<file path="config.mk">
export PLATFORM = sky130hd
export DESIGN_NAME = sbp_port
export DESIGN_NICKNAME = d
export VERILOG_FILES = /design/src/rtl/sbp_pkg.sv /design/src/rtl/sbp_port.sv
export SDC_FILE = /design/constraint.sdc
export NUM_CORES = 1
export LEC_CHECK = 0
export ABC_AREA = 1
export BUFFER_PORTS_ARGS = -buffer_cell sky130_fd_sc_hd__buf_2
export CAP_MARGIN = 10
export CORE_MARGIN = 2
export CORE_UTILIZATION = 44
export CTS_CLUSTER_DIAMETER = 150
export CTS_CLUSTER_SIZE = 12
export DETAILED_ROUTE_END_ITERATION = 8
export PLACE_DENSITY_LB_ADDON = 0.12
export SYNTH_ARGS = -nofsm -noshare
export SYNTH_HDL_FRONTEND = slang
export SYNTH_SLANG_ARGS = --single-unit
</file>
<file path="constraint.sdc">
create_clock -name clk -period 1.5 [get_ports clk]
set_clock_uncertainty 0.15 [all_clocks]
set_input_delay 0.3 -clock clk [delete_from_list [all_inputs] [get_ports clk]]
set_output_delay 0.3 -clock clk [all_outputs]
set_load 0.01 [all_outputs]
</file>
<file path="src/rtl/sbp_pkg.sv">
// How it works
// - Six pins, direction one means input
// - Input-only pin never drives, reads one
// - Data read shows pins, write hits latch
// - Data write without low lane strobe is read-modify-write into latch
// - Direction still gates drivers on analog pins
// - Analog pins read zero digitally
// - Open-drain bit allows sinking only
// - Slew bit limits output edge rate
// - Threshold bit picks Schmitt or TTL
// - Analog select forces digital reads zero
// - Analog select leaves digital output alone
// - Analog select bits reset to analog
package sbp_pkg;
    // Port geometry
    localparam int        NPIN    = 6;
    localparam int        IN_ONLY = 3;
    localparam int        AW      = 5;
    // Register byte offsets
    localparam logic [AW-1:0] OFF_DATA = 5'h00;
    localparam logic [AW-1:0] OFF_LAT  = 5'h04;
    localparam logic [AW-1:0] OFF_DIR  = 5'h08;
    localparam logic [AW-1:0] OFF_OD   = 5'h0c;
    localparam logic [AW-1:0] OFF_SLEW = 5'h10;
    localparam logic [AW-1:0] OFF_THR  = 5'h14;
    localparam logic [AW-1:0] OFF_ANA  = 5'h18;
    // Reset values
    localparam logic [NPIN-1:0] RST_DIR  = 6'h3f;
    localparam logic [NPIN-1:0] RST_ANA  = 6'h3f;
    localparam logic [NPIN-1:0] RST_LAT  = 6'h00;
    localparam logic [NPIN-1:0] RST_OD   = 6'h00;
    localparam logic [NPIN-1:0] RST_SLEW = 6'h00;
    localparam logic [NPIN-1:0] RST_THR  = 6'h00;
    // Bit that is forced input
    localparam logic [NPIN-1:0] IN_ONLY_MASK = 6'h08;
    // Upper read bits
    localparam logic [31-NPIN:0] RD_PAD = 26'h0;
endpackage

</file>
<file path="src/rtl/sbp_port.sv">
// Decided for this implementation: the placing of the registers and the APB slave port.
module sbp_port (
    input  wire logic                     clk,
    input  wire logic                     srst,
    // APB slave
    input  wire logic                     psel,
    input  wire logic                     penable,
    input  wire logic                     pwrite,
    input  wire logic [sbp_pkg::AW-1:0]   paddr,
    input  wire logic [31:0]              pwdata,
    input  wire logic [3:0]               pstrb,
    output logic      [31:0]              prdata,
    output logic                          pready,
    output logic                          pslverr,
    // Pad side
    input  wire logic [sbp_pkg::NPIN-1:0] pin_in,
    output logic      [sbp_pkg::NPIN-1:0] pin_out,
    output logic      [sbp_pkg::NPIN-1:0] pin_oe,
    output logic      [sbp_pkg::NPIN-1:0] slew_limit_select,
    output logic      [sbp_pkg::NPIN-1:0] input_threshold_select,
    output logic      [sbp_pkg::NPIN-1:0] analog_input_select,
    output logic      [sbp_pkg::NPIN-1:0] pin_change
);
    import sbp_pkg::*;

    ////////////////////////////////////////////////////////////////////
    // Storage
    ////////////////////////////////////////////////////////////////////
    logic [NPIN-1:0] output_latch_q;       // Output latch
    logic [NPIN-1:0] output_latch_d;       // Next latch value
    logic [NPIN-1:0] pin_direction_q;      // One means input
    logic [NPIN-1:0] open_drain_q;         // Sink-only select
    logic [NPIN-1:0] slew_q;               // Slew limit select
    logic [NPIN-1:0] thr_q;                // Threshold select
    logic [NPIN-1:0] ana_q;                // Analog select
    logic [NPIN-1:0] sync1_q;              // Synchroniser stage one
    logic [NPIN-1:0] sync2_q;              // Synchroniser stage two
    logic [NPIN-1:0] prev_q;               // Last synchronised level
    logic [31:0]     prdata_q;             // Captured read data

    ////////////////////////////////////////////////////////////////////
    // Decode
    ////////////////////////////////////////////////////////////////////
    // Offset match
    function automatic logic hit(input logic [AW-1:0] a,
                                 input logic [AW-1:0] off);
        hit = (a == off);
    endfunction

    logic sel_data;                        // Data register hit
    logic sel_lat;                         // Latch register hit
    logic sel_dir;                         // Direction hit
    logic sel_od;                          // Open-drain hit
    logic sel_slew;                        // Slew hit
    logic sel_thr;                         // Threshold hit
    logic sel_ana;                         // Analog hit
    logic mapped;                          // Any register hit
    logic setup;                           // APB setup phase
    logic wr;                              // Write takes effect
    logic wr_lane;                         // Low byte lane written
    logic [NPIN-1:0] wbits;                // Written pin bits
    logic [NPIN-1:0] pin_read;             // Digital pin view
    logic [NPIN-1:0] dir_read;             // Direction readback
    logic [31:0]     rd_mux;               // Selected read word

    assign sel_data = hit(paddr, OFF_DATA);
    assign sel_lat  = hit(paddr, OFF_LAT);
    assign sel_dir  = hit(paddr, OFF_DIR);
    assign sel_od   = hit(paddr, OFF_OD);
    assign sel_slew = hit(paddr, OFF_SLEW);
    assign sel_thr  = hit(paddr, OFF_THR);
    assign sel_ana  = hit(paddr, OFF_ANA);
    assign mapped   = sel_data | sel_lat | sel_dir | sel_od |
                      sel_slew | sel_thr | sel_ana;
    assign setup    = psel & ~penable;
    assign wr       = psel & penable & pwrite & mapped;
    assign wr_lane  = pstrb[0];
    assign wbits    = pwdata[NPIN-1:0];

    // Zero-wait slave, error on unmapped access
    assign pready  = 1'b1;
    assign pslverr = psel & penable & ~mapped;
    assign prdata  = prdata_q;

    ////////////////////////////////////////////////////////////////////
    // Read path
    ////////////////////////////////////////////////////////////////////
    // analog pins read zero
    assign pin_read = sync2_q & ~ana_q;
    assign dir_read = pin_direction_q | IN_ONLY_MASK;

    assign rd_mux = sel_data ? {RD_PAD, pin_read} :
                    sel_lat  ? {RD_PAD, output_latch_q} :
                    sel_dir  ? {RD_PAD, dir_read} :
                    sel_od   ? {RD_PAD, open_drain_q} :
                    sel_slew ? {RD_PAD, slew_q} :
                    sel_thr  ? {RD_PAD, thr_q} :
                    sel_ana  ? {RD_PAD, ana_q} : 32'h0;

    // Read data captured in setup, held through access
    always_ff @(posedge clk) begin
        if (srst) begin
            prdata_q <= 32'h0;
        end else if (setup) begin
            prdata_q <= pwrite ? 32'h0 : rd_mux;
        end
    end

    ////////////////////////////////////////////////////////////////////
    // Synchroniser
    ////////////////////////////////////////////////////////////////////
    // two flops before any reader
    always_ff @(posedge clk) begin
        if (srst) begin
            sync1_q <= RST_LAT;
            sync2_q <= RST_LAT;
            prev_q  <= RST_LAT;
        end else begin
            sync1_q <= pin_in;
            sync2_q <= sync1_q;
            prev_q  <= sync2_q;
        end
    end

    // Change pulse on the digital view
    assign pin_change = (sync2_q ^ prev_q) & ~ana_q;

    ////////////////////////////////////////////////////////////////////
    // Output latch
    ////////////////////////////////////////////////////////////////////
    // data write takes written bits if low lane strobed, else sampled pins; latch write needs the strobe
    assign output_latch_d = (sel_data & wr) ?
                            (wr_lane ? wbits : pin_read) :
                            (sel_lat & wr & wr_lane) ? wbits :
                            output_latch_q;

    // Latch update
    always_ff @(posedge clk) begin
        if (srst) begin
            output_latch_q <= RST_LAT;
        end else begin
            output_latch_q <= output_latch_d;
        end
    end

    ////////////////////////////////////////////////////////////////////
    // Configuration registers
    ////////////////////////////////////////////////////////////////////
    // reset to input and analog
    always_ff @(posedge clk) begin
        if (srst) begin
            pin_direction_q <= RST_DIR;
            open_drain_q    <= RST_OD;
            slew_q          <= RST_SLEW;
            thr_q           <= RST_THR;
            ana_q           <= RST_ANA;
        end else if (wr & wr_lane) begin
            if (sel_dir) begin
                pin_direction_q <= wbits | IN_ONLY_MASK;
            end
            if (sel_od) begin
                open_drain_q <= wbits;
            end
            if (sel_slew) begin
                slew_q <= wbits;
            end
            if (sel_thr) begin
                thr_q <= wbits;
            end
            if (sel_ana) begin
                ana_q <= wbits;
            end
        end
    end

    ////////////////////////////////////////////////////////////////////
    // Pad drivers
    ////////////////////////////////////////////////////////////////////
    logic [NPIN-1:0] drive;                // Driver enabled by direction

    genvar g;
    generate
        for (g = 0; g < NPIN; g++) begin : g_pad
            if (g == IN_ONLY) begin : g_in
                assign drive[g]   = 1'b0;
                assign pin_out[g] = 1'b0;
                assign pin_oe[g]  = 1'b0;
            end else begin : g_io
                assign drive[g] = ~pin_direction_q[g];
                assign pin_out[g] = open_drain_q[g] ? 1'b0 :
                                    output_latch_q[g];
                assign pin_oe[g]  = drive[g] &
                                    (~open_drain_q[g] |
                                     ~output_latch_q[g]);
            end
        end
    endgenerate

    assign slew_limit_select      = slew_q;
    assign input_threshold_select = thr_q;
    assign analog_input_select    = ana_q;
endmodule

</file>
==> flow_metrics.env, run 1 <==
export IMPL_layout_nets=579
export IMPL_start_util_pct=44.89
export IMPL_setup_slack_ns=-0.02362
export IMPL_crit_buf_inv=4
export IMPL_crit_path_max_incr_delay_ns=0.17
export IMPL_power_mw=3.497
export IMPL_synth_simple_area_share_pct=23.24
export IMPL_violations="setup timing"
export IMPL_placed_area_um2=3487
export IMPL_hp_start="pin_in[5]"
export IMPL_crit_start="paddr[1]"
export IMPL_critPathMaxFanout=5
export IMPL_grt_antenna_before_repair=0
export IMPL_required_ns=1.58
export IMPL_hold_violations=0
export IMPL_grt_max_degree=34
export IMPL_status="finished, violations left"
export IMPL_finalInstanceArea_um2=3974
export IMPL_post_place_ws_ns=-0.3237
export IMPL_synthArstFlopShare_pct=0
export IMPL_postRouteAntennaNets=0
export IMPL_clk_latency_ns=0.34
export IMPL_yosysTopAreaCell="dfxtp_1"
export IMPL_path_clk_slew_ns=0.06
export IMPL_portBuffers=63
export IMPL_cp_start_kind="input port"
export IMPL_syn_area_um2=2999
export IMPL_fmax_ghz=0.6563
export IMPL_wl_per_cell_um=12.90
export IMPL_rsz0062_at_grt="true"
export IMPL_synth_cell_types=32
export IMPL_setup_violations=2
export IMPL_fin_crit_ns=1.524
export IMPL_synth_mux_area_share_pct=0.3338
export IMPL_ys_warn_count=0
export IMPL_worstHoldPathType="in2reg"
export IMPL_rows=30
export IMPL_synth_top_family_by_area="simple AND/OR/NAND/NOR gates"
export IMPL_p_sw_mw=0.8574
export IMPL_worstSetupEndpointType="flip-flop"
export IMPL_cellLeakagePower_nw=1.931
export IMPL_final_cell_count_no_fill=610
export IMPL_synthCells=422
export IMPL_pwr_share_clk_pct=44.4
export IMPL_ys_ff_latch=59
export IMPL_vias=2891
export IMPL_p_comb_share_pct=10.0
export IMPL_ioPinCount=122
export IMPL_dpl_hpwl_um=5665
export IMPL_clk_path_buf_depth=2
export IMPL_clock_sinks=59
export IMPL_worstSetupPathType="in2reg"
export IMPL_cts_buffers=9
export IMPL_seqPwrFrac_pct=45.7
export IMPL_drtPass1Iterations=5
export IMPL_synth_edff_count=0
export IMPL_vias_per_cell=4.739
export IMPL_period_share_pct=101.6
export IMPL_die_width_um=86.56
export IMPL_overflow=0
export IMPL_swShare_pct=24.52
export IMPL_synth_fa_ha_area_share_pct=0
export IMPL_slew_violations=0
export IMPL_cap_viol_max_count=0
export IMPL_fp_dieH_um=86.56
export IMPL_synthTopCellsByArea="dfxtp_1 (39%), inv_1 (8.1%), buf_4 (7.5%), nor2_1 (6.9%), nand2_1 (6.4%)"
export IMPL_layout_drive_gt1_share_pct=31.51
export IMPL_area_growth_pct=32.50
export IMPL_grt_pass1_wl_um=11780
export IMPL_synth_compound_area_share_pct=16.56
export IMPL_grt_pass1_vias=2353
export IMPL_arrival_ns=1.60
export IMPL_totalWireLength_um=7869
export IMPL_cts_tree="built"
export IMPL_multi_input_area_um2=1451
export IMPL_placed_cells=580
export IMPL_synth_top_area_share_pct=39.38
export IMPL_synthTopCellsByCount="inv_1 (65), dfxtp_1 (59), nor2_1 (55), nand2_1 (51), a21oi_1 (34)"
export IMPL_cp_slowest_cell="clkinvlp_4"
export IMPL_root_buffer="clkbuf_8"
export IMPL_nFillCells=633
export IMPL_internal_power_mw=2.639
export IMPL_synth_flop_cell="dfxtp_1"
export IMPL_critPathTopFamily="simple AND/OR/NAND/NOR gates"
export IMPL_h_tree_depth=3
export IMPL_track_usage_pct=20.75
export IMPL_dieArea_um2=7493
export IMPL_post_route_util_pct=59.48
export IMPL_ff2ff_setup_slack_ns=0.19
export IMPL_core_area_um2=6681
export IMPL_gp_congestion=0.9040
export IMPL_drt_iter0_markers=188
export IMPL_synth_xor_area_share_pct=1.460
export IMPL_synth_most_common_cell="inv_1"
export IMPL_seq_area_frac_synth_pct=39.38
export IMPL_worstReg2RegStart="analog_input_select[5]$_SDFFE_PP1P_"
export IMPL_regArea_um2=1194
export IMPL_avgSynthCellArea_um2=7.107
export IMPL_ir_worst_vdd_mv=0.5693
export IMPL_remaining_drc_errors=0
export IMPL_cellPowerDensity_nw_per_um2=880.0
export IMPL_cpMostUsedCell="nor2_4"
export IMPL_cp_cell_sequence="buf_2, nor2_4, o21ai_4, buf_6, nor2_4, nand2_4, buf_6, nor2_4, clkinvlp_4, nor2_1, nor2_1"
export IMPL_insertedDiodeCount=0
[power groups by stage]
stage	Combinational (mW)	Sequential, mW	Clock, mW
2_1_floorplan	0.229	1.63	0
3_3_place_gp	0.293	1.63	0
3_5_place_dp	0.297	1.63	0
4_1_cts	0.313	1.60	1.58
5_1_grt	0.384	1.60	1.64
6_report	0.349	1.60	1.55
[path summary, 6_finish.rpt]
kind                                                      to  cells past startpoint
worst max register to register        prdata[5]$_SDFFE_PP0P_                      6
worst min-delay path                   sync1_q[5]$_SDFF_PP0_                      3
worst min register to register         sync2_q[1]$_SDFF_PP0_                      2
worst max-delay path            open_drain_q[5]$_SDFFE_PP0P_                     11
[stage by stage]
stage | hold slack [ns] | TNS (ns)
after floorplan | 0.2383 | -0.7084
after global placement | 0.2385 | -9.354
after detailed placement | 0.2416 | -9.665
after CTS | 0.001767 | -0.04445
after global routing | 0.02342 | -0.4116
final | 0.01551 | -0.04114
[cell families (layout without fill, tap and decap cells)]
group / count (synthesis) / count (layout)
and+or+nand+nor: 150 / 150
buffers and inverters: 115 / 196
AOI/OAI and AO/OA: 90 / 90
DFF: 59 / 59
xor gates and xnor gates: 5 / 5
other: 2 / 29
muxes: 1 / 1
[what timing repair did]
action,4_1_cts,5_1_grt
endpoints found under the setup margin,2,33
cloned,0,2
pin swaps,1,12
setup buffers,3,6
gates resized for setup,8,46
hold buffers,5,0
endpoints found under the hold margin,5,0
[worst min-delay path, delay by kind of cell]
| family | cells | cell delay (ns) |
|---|---|---|
| buffers and inverters | 2 | 0.13 |
| and+or+nand+nor | 1 | 0.03 |
[per-layer routing]
| metal | vias up | wire length, um | part of all wire [%] | global-route usage, % |
|---|---|---|---|---|
| met5 | - | 0 | 0 | 0 |
| met4 | 0 | 189 | 2.4 | 10.51 |
| met3 | 13 | 454 | 5.8 | 3.333 |
| met2 | 114 | 3566 | 45 | 31.19 |
| met1 | 1272 | 3659 | 46 | 28.76 |
| li1 | 1492 | - | - | - |
[cells in the final DEF (no fill, tap or decap), types with 15 or more instances in the layout]
master / n
nand2_1: 50
buf_4: 34
inv_1: 63
o21ai_1: 24
a21oi_1: 33
o21ai_0: 15
conb_1: 29
buf_2: 60
nand4_1: 16
nor2_1: 52
dfxtp_1: 51
[state kept, by name, summed over array words and instances (netlist names)]
name	count
analog_input_select	6
input_threshold_select	6
open_drain_q	6
output_latch_q	6
pin_direction_q	5
prdata	6
prev_q	6
slew_limit_select	6
sync1_q	6
sync2_q	6
[layout make-up]
cell class,count,share of cell area [%]
clock inverter,5,2.015
timing repair buffer,108,18.45
multi-input combinational,275,36.52
sequential,59,30.04
inverter,73,7.147
tap,80,2.519
clock buffer,9,3.117
timing repair inverter,1,0.1889
(Power assumes the default switching activity.)
==> inputs of run 2 (changes only) <==
- SETUP_SLACK_MARGIN: not set -> 0.3
==> run 2 against run 1 <==
  * The run still ends with setup timing left
  * Utilization grew 12 points
  * Non-clock buffer count grew 17
  * First-iteration DRC count grew 42%
  * Cell count grew 3.3%
  * Sequential power is essentially flat
  * Fmax shrank 1.2%
  * Via count grew 9.8%
  * Register-to-register slack lost 0.09 ns
  * Sequential cell count is the same
  * Cell area grew 20%
  * Largest cell class unchanged
==> flow_metrics.env, run 2 (synthesis gave the netlist of run 1 again) <==
export IMPL_h_tree_depth=3
export IMPL_remaining_drc_errors=0
export IMPL_required_ns=1.05
export IMPL_rsz0062_at_grt="true"
export IMPL_placed_area_um2=3543
export IMPL_vias=3173
export IMPL_cts_buffers=9
export IMPL_setup_tns_ns=-0.04753
export IMPL_ir_worst_vdd_mv=0.5863
export IMPL_arrival_ns=1.09
export IMPL_critPathMaxFanout=4
export IMPL_final_cell_count_no_fill=630
export IMPL_rows=30
export IMPL_die_width_um=86.56
export IMPL_overflow=0
export IMPL_grt_max_degree=34
export IMPL_internal_power_mw=2.365
export IMPL_vias_per_cell=5.037
export IMPL_seqPwrFrac_pct=46.5
export IMPL_post_route_util_pct=71.52
export IMPL_fin_crit_ns=1.542
export IMPL_whs_ns=0.006288
export IMPL_period_share_pct=102.8
export IMPL_swShare_pct=30.69
export IMPL_start_util_pct=44.89
export IMPL_grt_pass1_vias=2927
export IMPL_setup_violations=2
export IMPL_clk_latency_ns=0.35
export IMPL_root_buffer="clkbuf_8"
export IMPL_postRouteAntennaNets=0
export IMPL_dieArea_um2=7493
export IMPL_wl_per_cell_um=14.98
export IMPL_ioPinCount=122
export IMPL_dr_wl_met3_um=483
export IMPL_slew_violations=0
export IMPL_portBuffers=63
export IMPL_clk_path_buf_depth=2
export IMPL_cellPowerDensity_nw_per_um2=714.2
export IMPL_placed_cells=585
export IMPL_cp_start_kind="input port"
export IMPL_p_sw_mw=1.047
export IMPL_cts_tree="built"
export IMPL_totalWireLength_um=9439
export IMPL_pwr_share_clk_pct=41.1
export IMPL_grt_antenna_before_repair=0
export IMPL_path_clk_slew_ns=0.08
export IMPL_met2_length_um=4474
export IMPL_drt_iter0_markers=267
export IMPL_finalInstanceArea_um2=4778
export IMPL_p_comb_share_pct=12.4
export IMPL_hold_violations=0
export IMPL_insertedDiodeCount=0
export IMPL_worstSetupPathType="in2out"
export IMPL_dpl_hpwl_um=5828
export IMPL_violations="setup timing"
export IMPL_drtPass1Iterations=4
export IMPL_layout_drive_gt1_share_pct=55.09
export IMPL_cap_viol_max_count=0
export IMPL_setup_slack_ns=-0.04215
export IMPL_layout_nets=597
export IMPL_grt_pass1_wl_um=14120
export IMPL_worstSetupEndpointType="output port"
export IMPL_worstHoldPathType="in2reg"
export IMPL_final_cell_mix="inv_1 (55), buf_6 (53), nor2_1 (49), dfxtp_2 (35), buf_2 (34)"
export IMPL_top_layer="met4"
export IMPL_gp_congestion=0.8879
export IMPL_met1_length_um=4141
export IMPL_cellLeakagePower_nw=2.170
export IMPL_fmax_ghz=0.6484
export IMPL_core_area_um2=6681
export IMPL_fp_dieH_um=86.56
export IMPL_status="finished, violations left"
export IMPL_clock_sinks=59
export IMPL_final_common_cell="inv_1"
export IMPL_track_usage_pct=24.56
export IMPL_area_growth_pct=59.32
run 2: cell count changes in the layout (fill, tap and decap cells not counted), sizes merged:
cell / delta
buf: +17
bufinv: -2
or2: +2
inv: +2
clkinv: +2
clkinvlp: -1
run 2: worst max-delay path: stages:
cell     delay [ns]
buf_6          0.10
nor2_4         0.23
o21ai_4        0.14
buf_6          0.14
inv_2          0.04
nor2_2         0.02
buf_2          0.13
run 2: area by class of cell:
type                    instances  area (um2)
flip-flops and latches         59        1255
clock buffers                   9       123.9
fillers                       509        1903
clock inverters                 7       61.31
inverters                      73       309.0
repair buffers                125        1110
multi-input cells             277        1819
well taps                      80       100.1
run 2: final timing paths:
| kind | start | to | slack (ns) | cells after the start |
|---|---|---|---|---|
| setup / recovery | paddr[1] | pslverr | -0.04 | 7 |
| hold / removal | pin_in[5] | sync1_q[5]$_SDFF_PP0_ | 0.006 | 3 |
| setup reg to reg | analog_input_select[3]$_SDFFE_PP1P_ | prdata[3]$_SDFFE_PP0P_ | 0.10 | 9 |
| hold reg to reg | sync1_q[3]$_SDFF_PP0_ | sync2_q[3]$_SDFF_PP0_ | 0.25 | 2 |
run 2: per-stage QoR:
stage	setup slack, ns	power [mW]
2_1_floorplan	-0.07327	1.862
3_3_place_gp	-0.3265	1.933
3_5_place_dp	-0.3384	1.937
4_1_cts	-0.002753	3.375
5_1_grt	-0.05381	3.533
6_report	-0.04215	3.413
run 2: what timing repair did:
action                                  in CTS  in global routing
hold endpoints to repair                     5                  0
endpoints found under the setup margin      82                 82
hold buffers                                 5                  0
cloned                                       2                  0
buffers inserted                            15                  7
pin swaps                                   48                 26
resized for setup                          179                 73
run 2: per-layer routing:
metal  vias up  track usage [%]
met4         0            11.79
met1      1482            33.00
li1       1540                -
met2       122            38.53
met5         -                0
met3        29            3.905
run 2: power by group through the flow:
stage                     sequential [mW]  combinational (mW)  clock [mW]
after CTS                            1.59               0.377        1.41
final                                1.59               0.424        1.40
after floorplan                      1.63               0.230           0
after detailed placement             1.63               0.304           0
after global routing                 1.59               0.457        1.49
after global placement               1.63               0.300           0
